<file path="src/include/strap_pkg.sv">
// constants and types for the four-level strap decoder
package strap_pkg;

   // comparator outputs, thermometer coded, rising voltage
   typedef struct packed {
      logic above_high;
      logic above_mid;
      logic above_low;
   } cmp_t;

   // levels in rising voltage order
   typedef enum logic [1:0] {
      LVL_ZERO  = 2'h0,
      LVL_RES   = 2'h1,
      LVL_FLOAT = 2'h2,
      LVL_ONE   = 2'h3
   } level_t;

   typedef struct packed {
      logic [7:0] eq_code;
      logic [2:0] deemph_code;
   } chan_cfg_t;

   localparam logic [7:0] EQ_TABLE [16] = '{
      8'h00, 8'h01, 8'h02, 8'h03, 8'h07, 8'h15, 8'h0B, 8'h0F,
      8'h55, 8'h1F, 8'h2F, 8'h3F, 8'hAA, 8'h7F, 8'hBF, 8'hFF};

   localparam logic [2:0] SWING_ZERO   = 3'h0;
   localparam logic [2:0] SWING_FLOAT  = 3'h3;
   localparam logic [2:0] SWING_RES    = 3'h5;
   localparam logic [2:0] SWING_ONE_LO = 3'h4;
   localparam logic [2:0] SWING_ONE_HI = 3'h6;
   localparam logic [2:0] SWING_MIN    = 3'h0;

   localparam logic [2:0] DEM_N_ZERO  = 3'h0;
   localparam logic [2:0] DEM_N_FLOAT = 3'h2;
   localparam logic [2:0] DEM_N_RES   = 3'h3;
   localparam logic [2:0] DEM_N_ONE   = 3'h5;
   localparam logic [2:0] DEM_S_ZERO  = 3'h0;
   localparam logic [2:0] DEM_S_FLOAT = 3'h1;
   localparam logic [2:0] DEM_S_RES   = 3'h1;
   localparam logic [2:0] DEM_S_ONE   = 3'h2;

   localparam logic [1:0] THR_ZERO  = 2'h2;
   localparam logic [1:0] THR_RES   = 2'h1;
   localparam logic [1:0] THR_FLOAT = 2'h0;
   localparam logic [1:0] THR_ONE   = 2'h3;

   // field of the swing configuration byte used in bus modes
   localparam int SWING_REG_LSB = 2;
   localparam int SWING_REG_MSB = 4;

   localparam int SYNC_STAGES = 2;

endpackage : strap_pkg

</file>
<file path="src/four_level_strap_decoder.sv">
// four-level strap decoder for the two-channel repeater configuration
// Functional notes
// RQ1: equalizer level index from two straps per channel selects 8-bit boost code.
// RQ2: swing strap gives swing code; logic one splits on de-emphasis strap.
// RQ3: de-emphasis strap code table depends on whether swing strap is one.
// RQ4: threshold strap gives 2-bit code for both threshold fields.
// RQ5: pin mode forces channel A swing to the lowest level.
// RQ6: bus modes take channel A swing from config byte bits 4:2.
// RQ7: bus mode with swing strap one forces slave address selects to zero.
// RQ8: comparators at 0.2, 0.5, 0.8 classify pins as 0, R, Float, 1.
// RQ9: board ties bus-enable high for bus, floats for eeprom, low for pins.
// RQ10: channels decode independently; codes latched once after reset release. Channel A swing code keeps following the config byte in bus modes.
`timescale 1ns/1ps
`default_nettype none
module four_level_strap_decoder
   import strap_pkg::*;
(
   input  wire logic       CLOCK_I,
   input  wire logic       RST_B_I,
   input  wire cmp_t       EQ_A_HIGH_I,
   input  wire cmp_t       EQ_A_LOW_I,
   input  wire cmp_t       EQ_B_HIGH_I,
   input  wire cmp_t       EQ_B_LOW_I,
   input  wire cmp_t       DEEMPH_A_I,
   input  wire cmp_t       DEEMPH_B_I,
   input  wire cmp_t       SWING_SELECT_I,
   input  wire cmp_t       DETECT_THRESHOLD_I,
   input  wire cmp_t       BUS_ENABLE_I,
   input  wire logic [3:0] SLAVE_ADDR_SELECT_I,
   input  wire logic [7:0] SWING_CFG_REG_I,
   output logic [7:0]      EQ_A_CODE_O,
   output logic [7:0]      EQ_B_CODE_O,
   output logic [2:0]      DEEMPH_A_CODE_O,
   output logic [2:0]      DEEMPH_B_CODE_O,
   output logic [2:0]      SWING_A_CODE_O,
   output logic [2:0]      SWING_B_CODE_O,
   output logic [3:0]      THRESHOLD_CODE_O,
   output logic [1:0]      BUS_MODE_O,
   output logic [3:0]      SLAVE_ADDR_O,
   output logic            CODES_VALID_O
);

   function automatic logic [2:0] deemph_map(input level_t d, input logic swing_one);
      logic [2:0] r;
      r = DEM_N_ZERO;
      unique case (d)
         LVL_ZERO:  r = swing_one ? DEM_S_ZERO  : DEM_N_ZERO;   // RQ3
         LVL_FLOAT: r = swing_one ? DEM_S_FLOAT : DEM_N_FLOAT;  // RQ3
         LVL_RES:   r = swing_one ? DEM_S_RES   : DEM_N_RES;    // RQ3
         LVL_ONE:   r = swing_one ? DEM_S_ONE   : DEM_N_ONE;    // RQ3
      endcase
      return r;
   endfunction : deemph_map

   // every decoder register lives here; the reset flops stay apart as they own the reset
   typedef struct packed {
      logic                   sampled;
      chan_cfg_t              chan_a;
      chan_cfg_t              chan_b;
      level_t                 swing_lvl;
      level_t                 bus_lvl;
      logic [2:0]             swing_b;
      logic [2:0]             swing_a;
      logic [1:0]             thr;
      logic [3:0]             addr;
   } state_t;

   ////////////////////////////////////////////////////////////////////////
   // reset release
   // release is retimed so every decoder flop leaves reset on the same edge
   logic [SYNC_STAGES-1:0] rst_sync_q;
   logic                   rst_b;

   always_ff @(posedge CLOCK_I or negedge RST_B_I) begin
      if (!RST_B_I) rst_sync_q <= '0;
      else rst_sync_q <= {rst_sync_q[SYNC_STAGES-2:0], 1'b1};
   end
   assign rst_b = rst_sync_q[SYNC_STAGES-1];

   ////////////////////////////////////////////////////////////////////////
   // decode
   state_t     state_q;
   state_t     state_d;
   level_t     eq_a_high_lvl;
   level_t     eq_a_low_lvl;
   level_t     eq_b_high_lvl;
   level_t     eq_b_low_lvl;
   level_t     dem_a_lvl;
   level_t     dem_b_lvl;
   level_t     swing_lvl;
   level_t     thr_lvl;
   level_t     bus_lvl;
   logic       swing_one;
   logic       bus_mode;
   logic [2:0] swing_dec;

   // one classifier per strap pin; pins are judged alone so channels never mix
   strap_level_classifier eq_a_high_cls (
      .cmp_i   (EQ_A_HIGH_I),
      .level_o (eq_a_high_lvl)
   );

   strap_level_classifier eq_a_low_cls (
      .cmp_i   (EQ_A_LOW_I),
      .level_o (eq_a_low_lvl)
   );

   strap_level_classifier eq_b_high_cls (
      .cmp_i   (EQ_B_HIGH_I),
      .level_o (eq_b_high_lvl)
   );

   strap_level_classifier eq_b_low_cls (
      .cmp_i   (EQ_B_LOW_I),
      .level_o (eq_b_low_lvl)
   );

   strap_level_classifier dem_a_cls (
      .cmp_i   (DEEMPH_A_I),
      .level_o (dem_a_lvl)
   );

   strap_level_classifier dem_b_cls (
      .cmp_i   (DEEMPH_B_I),
      .level_o (dem_b_lvl)
   );

   strap_level_classifier swing_cls (
      .cmp_i   (SWING_SELECT_I),
      .level_o (swing_lvl)
   );

   strap_level_classifier thr_cls (
      .cmp_i   (DETECT_THRESHOLD_I),
      .level_o (thr_lvl)
   );

   strap_level_classifier bus_cls (
      .cmp_i   (BUS_ENABLE_I),
      .level_o (bus_lvl)
   );

   always_comb begin
      state_d   = state_q;
      swing_one = (swing_lvl == LVL_ONE);
      swing_dec = SWING_ZERO;
      unique case (swing_lvl)
         LVL_ZERO:  swing_dec = SWING_ZERO;      // RQ2
         LVL_FLOAT: swing_dec = SWING_FLOAT;     // RQ2
         LVL_RES:   swing_dec = SWING_RES;       // RQ2
         // channel B de-emphasis strap steers channel B swing
         LVL_ONE:   swing_dec = (dem_b_lvl == LVL_ZERO || dem_b_lvl == LVL_FLOAT)
                                ? SWING_ONE_LO : SWING_ONE_HI;                     // RQ2
      endcase
      // straps are static; sampling once keeps codes steady against noise
      if (!state_q.sampled) begin
         state_d.sampled            = 1'b1;                                       // RQ10
         state_d.chan_a.eq_code     = EQ_TABLE[{eq_a_high_lvl, eq_a_low_lvl}];   // RQ1
         state_d.chan_b.eq_code     = EQ_TABLE[{eq_b_high_lvl, eq_b_low_lvl}];   // RQ1
         state_d.chan_a.deemph_code = deemph_map(dem_a_lvl, swing_one);           // RQ3
         state_d.chan_b.deemph_code = deemph_map(dem_b_lvl, swing_one);           // RQ3
         state_d.swing_lvl          = swing_lvl;
         state_d.bus_lvl            = bus_lvl;
         state_d.swing_b            = swing_dec;
         unique case (thr_lvl)
            LVL_ZERO:  state_d.thr = THR_ZERO;   // RQ4
            LVL_RES:   state_d.thr = THR_RES;    // RQ4
            LVL_FLOAT: state_d.thr = THR_FLOAT;  // RQ4
            LVL_ONE:   state_d.thr = THR_ONE;    // RQ4
         endcase
      end
      bus_mode = (state_q.bus_lvl != LVL_ZERO);  // RQ9
      // pin mode, or mode not yet known, keeps channel A at the lowest swing
      state_d.swing_a = SWING_MIN;                                            // RQ5
      if (state_q.sampled && bus_mode) begin
         state_d.swing_a = SWING_CFG_REG_I[SWING_REG_MSB:SWING_REG_LSB];   // RQ6
      end
      // address selects follow the pins live so the bus slave sees board changes
      state_d.addr = (state_q.sampled && bus_mode && state_q.swing_lvl == LVL_ONE)
                     ? 4'h0 : SLAVE_ADDR_SELECT_I; // RQ7
   end

   always_ff @(posedge CLOCK_I or negedge rst_b) begin
      if (!rst_b) state_q <= '0;
      else state_q <= state_d;
   end

   ////////////////////////////////////////////////////////////////////////
   // outputs
   assign EQ_A_CODE_O      = state_q.chan_a.eq_code;
   assign EQ_B_CODE_O      = state_q.chan_b.eq_code;
   assign DEEMPH_A_CODE_O  = state_q.chan_a.deemph_code;
   assign DEEMPH_B_CODE_O  = state_q.chan_b.deemph_code;
   assign SWING_B_CODE_O   = state_q.swing_b;
   assign THRESHOLD_CODE_O = {state_q.thr, state_q.thr};  // RQ4
   assign BUS_MODE_O       = state_q.bus_lvl;
   assign SLAVE_ADDR_O     = state_q.addr;
   assign CODES_VALID_O    = state_q.sampled;
   // registered: channel A swing lags the config byte by one clock
   assign SWING_A_CODE_O   = state_q.swing_a;  // RQ5

endmodule : four_level_strap_decoder

////////////////////////////////////////////////////////////////////////
// comparator code to strap level
module strap_level_classifier
   import strap_pkg::*;
(
   input  wire cmp_t   cmp_i,
   output var  level_t level_o
);
   always_comb begin
      // thermometer code; a broken code takes the highest comparator set
      level_o = LVL_ZERO;
      if (cmp_i.above_high) level_o = LVL_ONE;        // RQ8
      else if (cmp_i.above_mid) level_o = LVL_FLOAT;  // RQ8
      else if (cmp_i.above_low) level_o = LVL_RES;    // RQ8
   end
endmodule : strap_level_classifier
`default_nettype wire

</file>
<file path="config.mk">
export PLATFORM = sky130hd
export DESIGN_NAME = four_level_strap_decoder
export DESIGN_NICKNAME = d
export VERILOG_FILES = /design/src/include/strap_pkg.sv /design/src/four_level_strap_decoder.sv
export SDC_FILE = /design/constraint.sdc
export NUM_CORES = 1
export LEC_CHECK = 0
export ABC_AREA = 1
export BUFFER_PORTS_ARGS = -buffer_cell sky130_fd_sc_hd__buf_2
export CAP_MARGIN = 20
export CORE_MARGIN = 1
export CORE_UTILIZATION = 53
export DETAILED_ROUTE_END_ITERATION = 10
export GPL_ROUTABILITY_DRIVEN = 0
export GPL_TIMING_DRIVEN = 0
export PLACE_DENSITY = 0.95
export SLEW_MARGIN = 20
export SYNTH_ARGS = -nofsm -noshare
export SYNTH_HDL_FRONTEND = slang
export SYNTH_SLANG_ARGS = --single-unit
export TNS_END_PERCENT = 20
</file>
<file path="constraint.sdc">
create_clock -name CLOCK_I -period 2.6 [get_ports CLOCK_I]
set_input_delay 0.13 -clock CLOCK_I [delete_from_list [all_inputs] [get_ports CLOCK_I]]
set_output_delay 0.13 -clock CLOCK_I [all_outputs]
set_load 0.02 [all_outputs]
</file>
# == Word level (Yosys, flattened, before mapping) ==
# Memories as Yosys holds them, arrays and structs flattened. A register that Yosys moved wholly into a read port is not among the register bits.
# Index checks and enable logic that the tools add are counted.
# classes
muxes,37
n_eq_ne,13
reduce_logical,12
bitwise_logic,2
# ops
operator,count
two-way mux 2 bit,21
one-hot mux 3 bit (4 select lines),3
"equality test 2 bit, second input constant",9
inverter 4 -> 5 bit,2
two-way mux 1 bit,9
"equality test 2 x 1 -> 1 bit, second input constant",4
zero test 2 bit,4
one-hot mux 2 bit (4 select lines),1
two-way mux 3 bit,2
zero test 1 bit,4
two-way mux 4 bit,1
logical AND 1 bit,2
nonzero test 2 bit,1
logical OR 1 bit,1
# totals
out_inout_bits,39
regBits,25
mem_count,2
mem_bits_ro,256
word_cells,76
# memory_table
name,words,width,read_ports,rd_ports_with_merged_regs,wr,line_no,rtl
(name not given),16,8,1,1,0,four_level_strap_decoder.sv:159,"state_d.chan_b.eq_code = EQ_TABLE[{eq_b_high_lvl, eq_b_low_lvl}];"
(name not given),16,8,1,1,0,four_level_strap_decoder.sv:158,"state_d.chan_a.eq_code = EQ_TABLE[{eq_a_high_lvl, eq_a_low_lvl}];"

# == Logic depth before layout (Yosys ltp) ==
# logic_depth
word_depth,7
depth_mapped,9
depth_no_buf,9

# == By module ==
# From an unflattened synthesis, not the netlist that was laid out.
# unflattened
cells_unflattened,307
area_unflattened_um2,2308.5
# modules_own_cells
mod,cells_per_inst,area_per_inst_um2,seq_area_each_um2,n_inst
four_level_strap_decoder,262,2139.6,1026.0,1
strap_level_classifier,5,18.8,0.0,9

# == Worst setup path before layout ==
# OpenSTA, ideal clock, no wires.
# synth_timing
path_kind,in2reg
startpoint,input SWING_SELECT_I[0] in the netlist's numbering
endpoint,register state_q (netlist bit DEEMPH_A_CODE_O[1])
setup_slack_ns,1.480
required_time_ns,2.484
path_stages,8
path_buffers,0
arrival_time_ns,1.004
setup_ns,0.116
cell_sequence,inv_1 -> o21bai_1 -> ha_1 -> inv_1 -> o21ai_0 -> nand2_1 -> nand2_1 -> nand2_1
# synth_between
elab_chain_len,6
word_cells_on_any_way,8
cone_classes,1 x eq/ne; 7 x mux
# synth_lines
item,line_no,rtl
"start, declared",four_level_strap_decoder.sv:26,"input wire cmp_t SWING_SELECT_I,"
two-way mux 1 bit (*),four_level_strap_decoder.sv:217,else if (cmp_i.above_low) level_o = LVL_RES;
two-way mux 2 bit (*),four_level_strap_decoder.sv:216,else if (cmp_i.above_mid) level_o = LVL_FLOAT;
two-way mux 2 bit (*),four_level_strap_decoder.sv:215,if (cmp_i.above_high) level_o = LVL_ONE;
net swing_cls.level_o[0],four_level_strap_decoder.sv:210,output var level_t level_o
equality test 2 bit (*),four_level_strap_decoder.sv:145,swing_one = (swing_lvl == LVL_ONE);
"two-way mux 3 bit, or another cell as far along",four_level_strap_decoder.sv:50,LVL_ONE: r = swing_one ? DEM_S_ONE : DEM_N_ONE;
one-hot mux 3 bit (4 select lines) (*),four_level_strap_decoder.sv:46,unique case (d)
"end signal, assigned",four_level_strap_decoder.sv:185,else state_q <= state_d;
"end, declared",four_level_strap_decoder.sv:82,state_t state_q;
# The timed path passes the listed nets; every way through them passes the cells marked *.
# A chain may end at the register's enable or synchronous reset.

# == Final worst setup path ==
# layout_timing
startpoint,register state_q (netlist bit CODES_VALID_O)
endpoint,register EQ_B_CODE_O[1] (netlist name)
# layout_between
elab_chain_len,1
# layout_lines
item
zero test 1 bit (no source line)
# Every way passes these cells.

==> out/results.ini <==
[run_status]
status = complete, no violations

[cells_and_area]
nFillCells = 332
fin_nets = 409
layout-drive-gt1-share_pct = 35.7
antenna_cells = 0
area_growth_pct = 27.7

[logic_synthesis]
synth_area_leaders = dfrtp_1, nand2_1, buf_4, nor2_1, inv_1
ys_seq_area_share_pct = 46.7
synth.distinct_cells = 22
synth_top_area_share_pct = 46.7
syn_area_um2 = 2200
synth_area_leader_cell = dfrtp_1
yosysWarnings = 0
synth_edf_count = 0
synth_most_common_cell = nand2_1
synth_ff_type = dfrtp_1
synth.avg_cell_area_um2 = 7.79
synthCells = 282
async_reset_ff_share_pct = 100
ys_ff_latch = 41
yosys-top-cells-count = nand2_1, dfrtp_1, buf_4

[job]
drv_cap = 0

[power]
power.share.clock_pct = 34.6
p_int_w = 0.00126
sw_frac_of_total_pct = 27.6
p_seq_share_pct = 42.3
powerDensity_nw_per_um2 = 621
p_leak_nw = 1.59
switchingPower_w = 0.000481
vdd_drop_max_uv = 297
power_frac_comb_pct = 23.1

[worst_setup_path]
worst-endpoint-arrival_ps = 1400
startpoint_type = register
worstSetupEndpointType = register
critPathSlowestCell = dfrtp_1
crit_required_ps = 2820
worstSetupPathType = reg -> reg
path_max_fanout = 10
cp_cell_sequence = inv_2 -> buf_2 -> nand2_1 -> o21ai_1
cpPeakStageDelay_ps = 450

[floorplan]
rows = 23
io_pins = 80
die_area_um2 = 4400
core_um2 = 4000
die_w_um = 66.4
start_util_pct = 54.9
dieHeight_um = 66.4

[sta]
holdWs_ps = 54.0
rsz0062_at_grt = false
period_needed_ps = 1190
tns_ps = 0
fin_crit_sh_pct = 45.7
hold_violations = 0
setup_viol = 0
drv_slew = 0
max_freq_mhz = 842
fin_skew_ps = 3.56

[route]
wl_um = 4710
wl_per_cell_um = 11.3
dr.pass1.iters = 4
ant_nets = 0
drt_iter0_markers = 189
via_per_inst = 4.79
drc_errors = 0
num_vias = 1999

[global_route]
grt_pass1_wl_um = 7640
grt_pass1_vias = 1837
antenna_found_initial = 0
grt_max_degree = 26
grt_use_total_pct = 23.5
overflow = 0

[clock_tree]
htree_levels = 2
cts_buffer_depth = 2
cts_root_buffer = clkbuf_8
insertion_delay_ps = 290
cts_sinks = 41
cts_resized = 0
cts_buffers = 5
clkSlewWorstSetupHoldPaths_ps = 80
cts_tree = yes

[placement]
portBuffers = 74
hpwlAfterDp_um = 3690

[worst_hold_path]
worstHoldPathType = in -> reg

cells in the final DEF (no fill, tap or decap), drive strengths merged:
cell type    netlist  final
a21oi              7      7
nor2              33     33
o21a               3      3
o22ai              1      1
o21bai             2      2
nor3               3      3
buf               43    118
nand3             15     15
o21ai             17     17
bufinv             0      2
inv               28     28
nand3b             2      2
dlygate4sd3        0      1
nand2             81     81
ha                 2      2
o211ai             2      2
clkbuf             0      5
dfrtp             41     41
nand4              1      1
clkinv             0      1
conb               1      2
power by group through the flow:
stage	registers (W)	logic (W)	clock network [W]
after CTS	0.000737	0.000406	0.000603
after global placement	0.000750	0.000380	0
after detailed placement	0.000750	0.000404	0
after floorplan	0.000743	0.000276	0
after global routing	0.000744	0.000446	0.000637
final	0.000737	0.000403	0.000602
critical path: cells and delay by family (launching register included):
family	cells	cell delay, ps
compound gates	1	130
simple gates	1	100
flops	1	450
buf+inv	2	430
worst paths after layout:
path / startpoint / endpoint / slack (ps) / cells after the start
hold / removal: SLAVE_ADDR_SELECT_I[3] / SLAVE_ADDR_O[3]$_DFF_PN0_ / 50 / 3
setup reg to reg: CODES_VALID_O$_DFF_PN0_ / EQ_B_CODE_O[1]$_DFFE_PN0N_ / 1410 / 4
hold reg to reg: rst_sync_q[1]$_DFF_PN0_ / SLAVE_ADDR_O[2]$_DFF_PN0_ / 190 / 0
max in group asynchronous: rst_sync_q[1]$_DFF_PN0_ / SWING_B_CODE_O[0]$_DFFE_PN0N_ / 1970 / 1
setup / recovery: CODES_VALID_O$_DFF_PN0_ / EQ_B_CODE_O[1]$_DFFE_PN0N_ / 1410 / 4
min in group asynchronous: RST_B_I / rst_sync_q[0]$_DFF_PN0_ / 160 / 2
layout make-up:
cell class | instances | area, um^2 | share of cell area (%)
Buffer | 43 | 310 | 11.1
Multi-Input combinational cell | 171 | 758 | 27.0
Timing Repair Buffer | 76 | 408 | 14.5
Sequential cell | 41 | 1030 | 36.6
Clock inverter | 3 | 65.1 | 2.32
Clock buffer | 5 | 68.8 | 2.45
Inverter | 28 | 105 | 3.75
Tap cell | 50 | 62.6 | 2.23
kinds of logic (layout without fill, tap and decap cells):
family	count (synthesis)	after routing	synth area share, %
adder cells (fa/ha/maj)	2	2	1.14
AND/OR/NAND/NOR	135	135	24.6
other	1	2	0.171
buffers and inverters	71	155	18.9
AO/OA/AOI/OAI	32	32	8.49
flip-flops	41	41	46.7
routing by layer:
layer,GRT usage (%),wire (um)
met1,26.4,1980
met2,42.2,2420
met3,6.03,224
met4,8.78,80
met5,0,0
flip-flops by register name, summed over array words and instances, names as in the netlist:
register	flops
BUS_MODE_O	2
CODES_VALID_O	1
DEEMPH_A_CODE_O	3
DEEMPH_B_CODE_O	3
EQ_A_CODE_O	8
EQ_B_CODE_O	8
SLAVE_ADDR_O	4
SWING_A_CODE_O	3
SWING_B_CODE_O	3
THRESHOLD_CODE_O	2
rst_sync_q	2
state_q	2
stage by stage:
stage                     area, um^2  cells  total power [W]  worst slack, ps  util, %
after floorplan                 2200    283          0.00102             1370        -
after global placement          2630    407          0.00113             1010     65.8
after detailed placement        2660    408          0.00115             1220     66.5
after CTS                       2810    417          0.00175             1390     70.1
after global routing            2810    417          0.00183             1300     70.1
final                           2810    417          0.00174             1410     70.1
what timing repair did:
action,4_1_cts,5_1_grt
hold buffers,1,0
endpoints found under the hold margin,2,0
endpoints found under the setup margin,0,0
setup buffers,0,0
No activity file was read; power rests on OpenSTA's default activity.
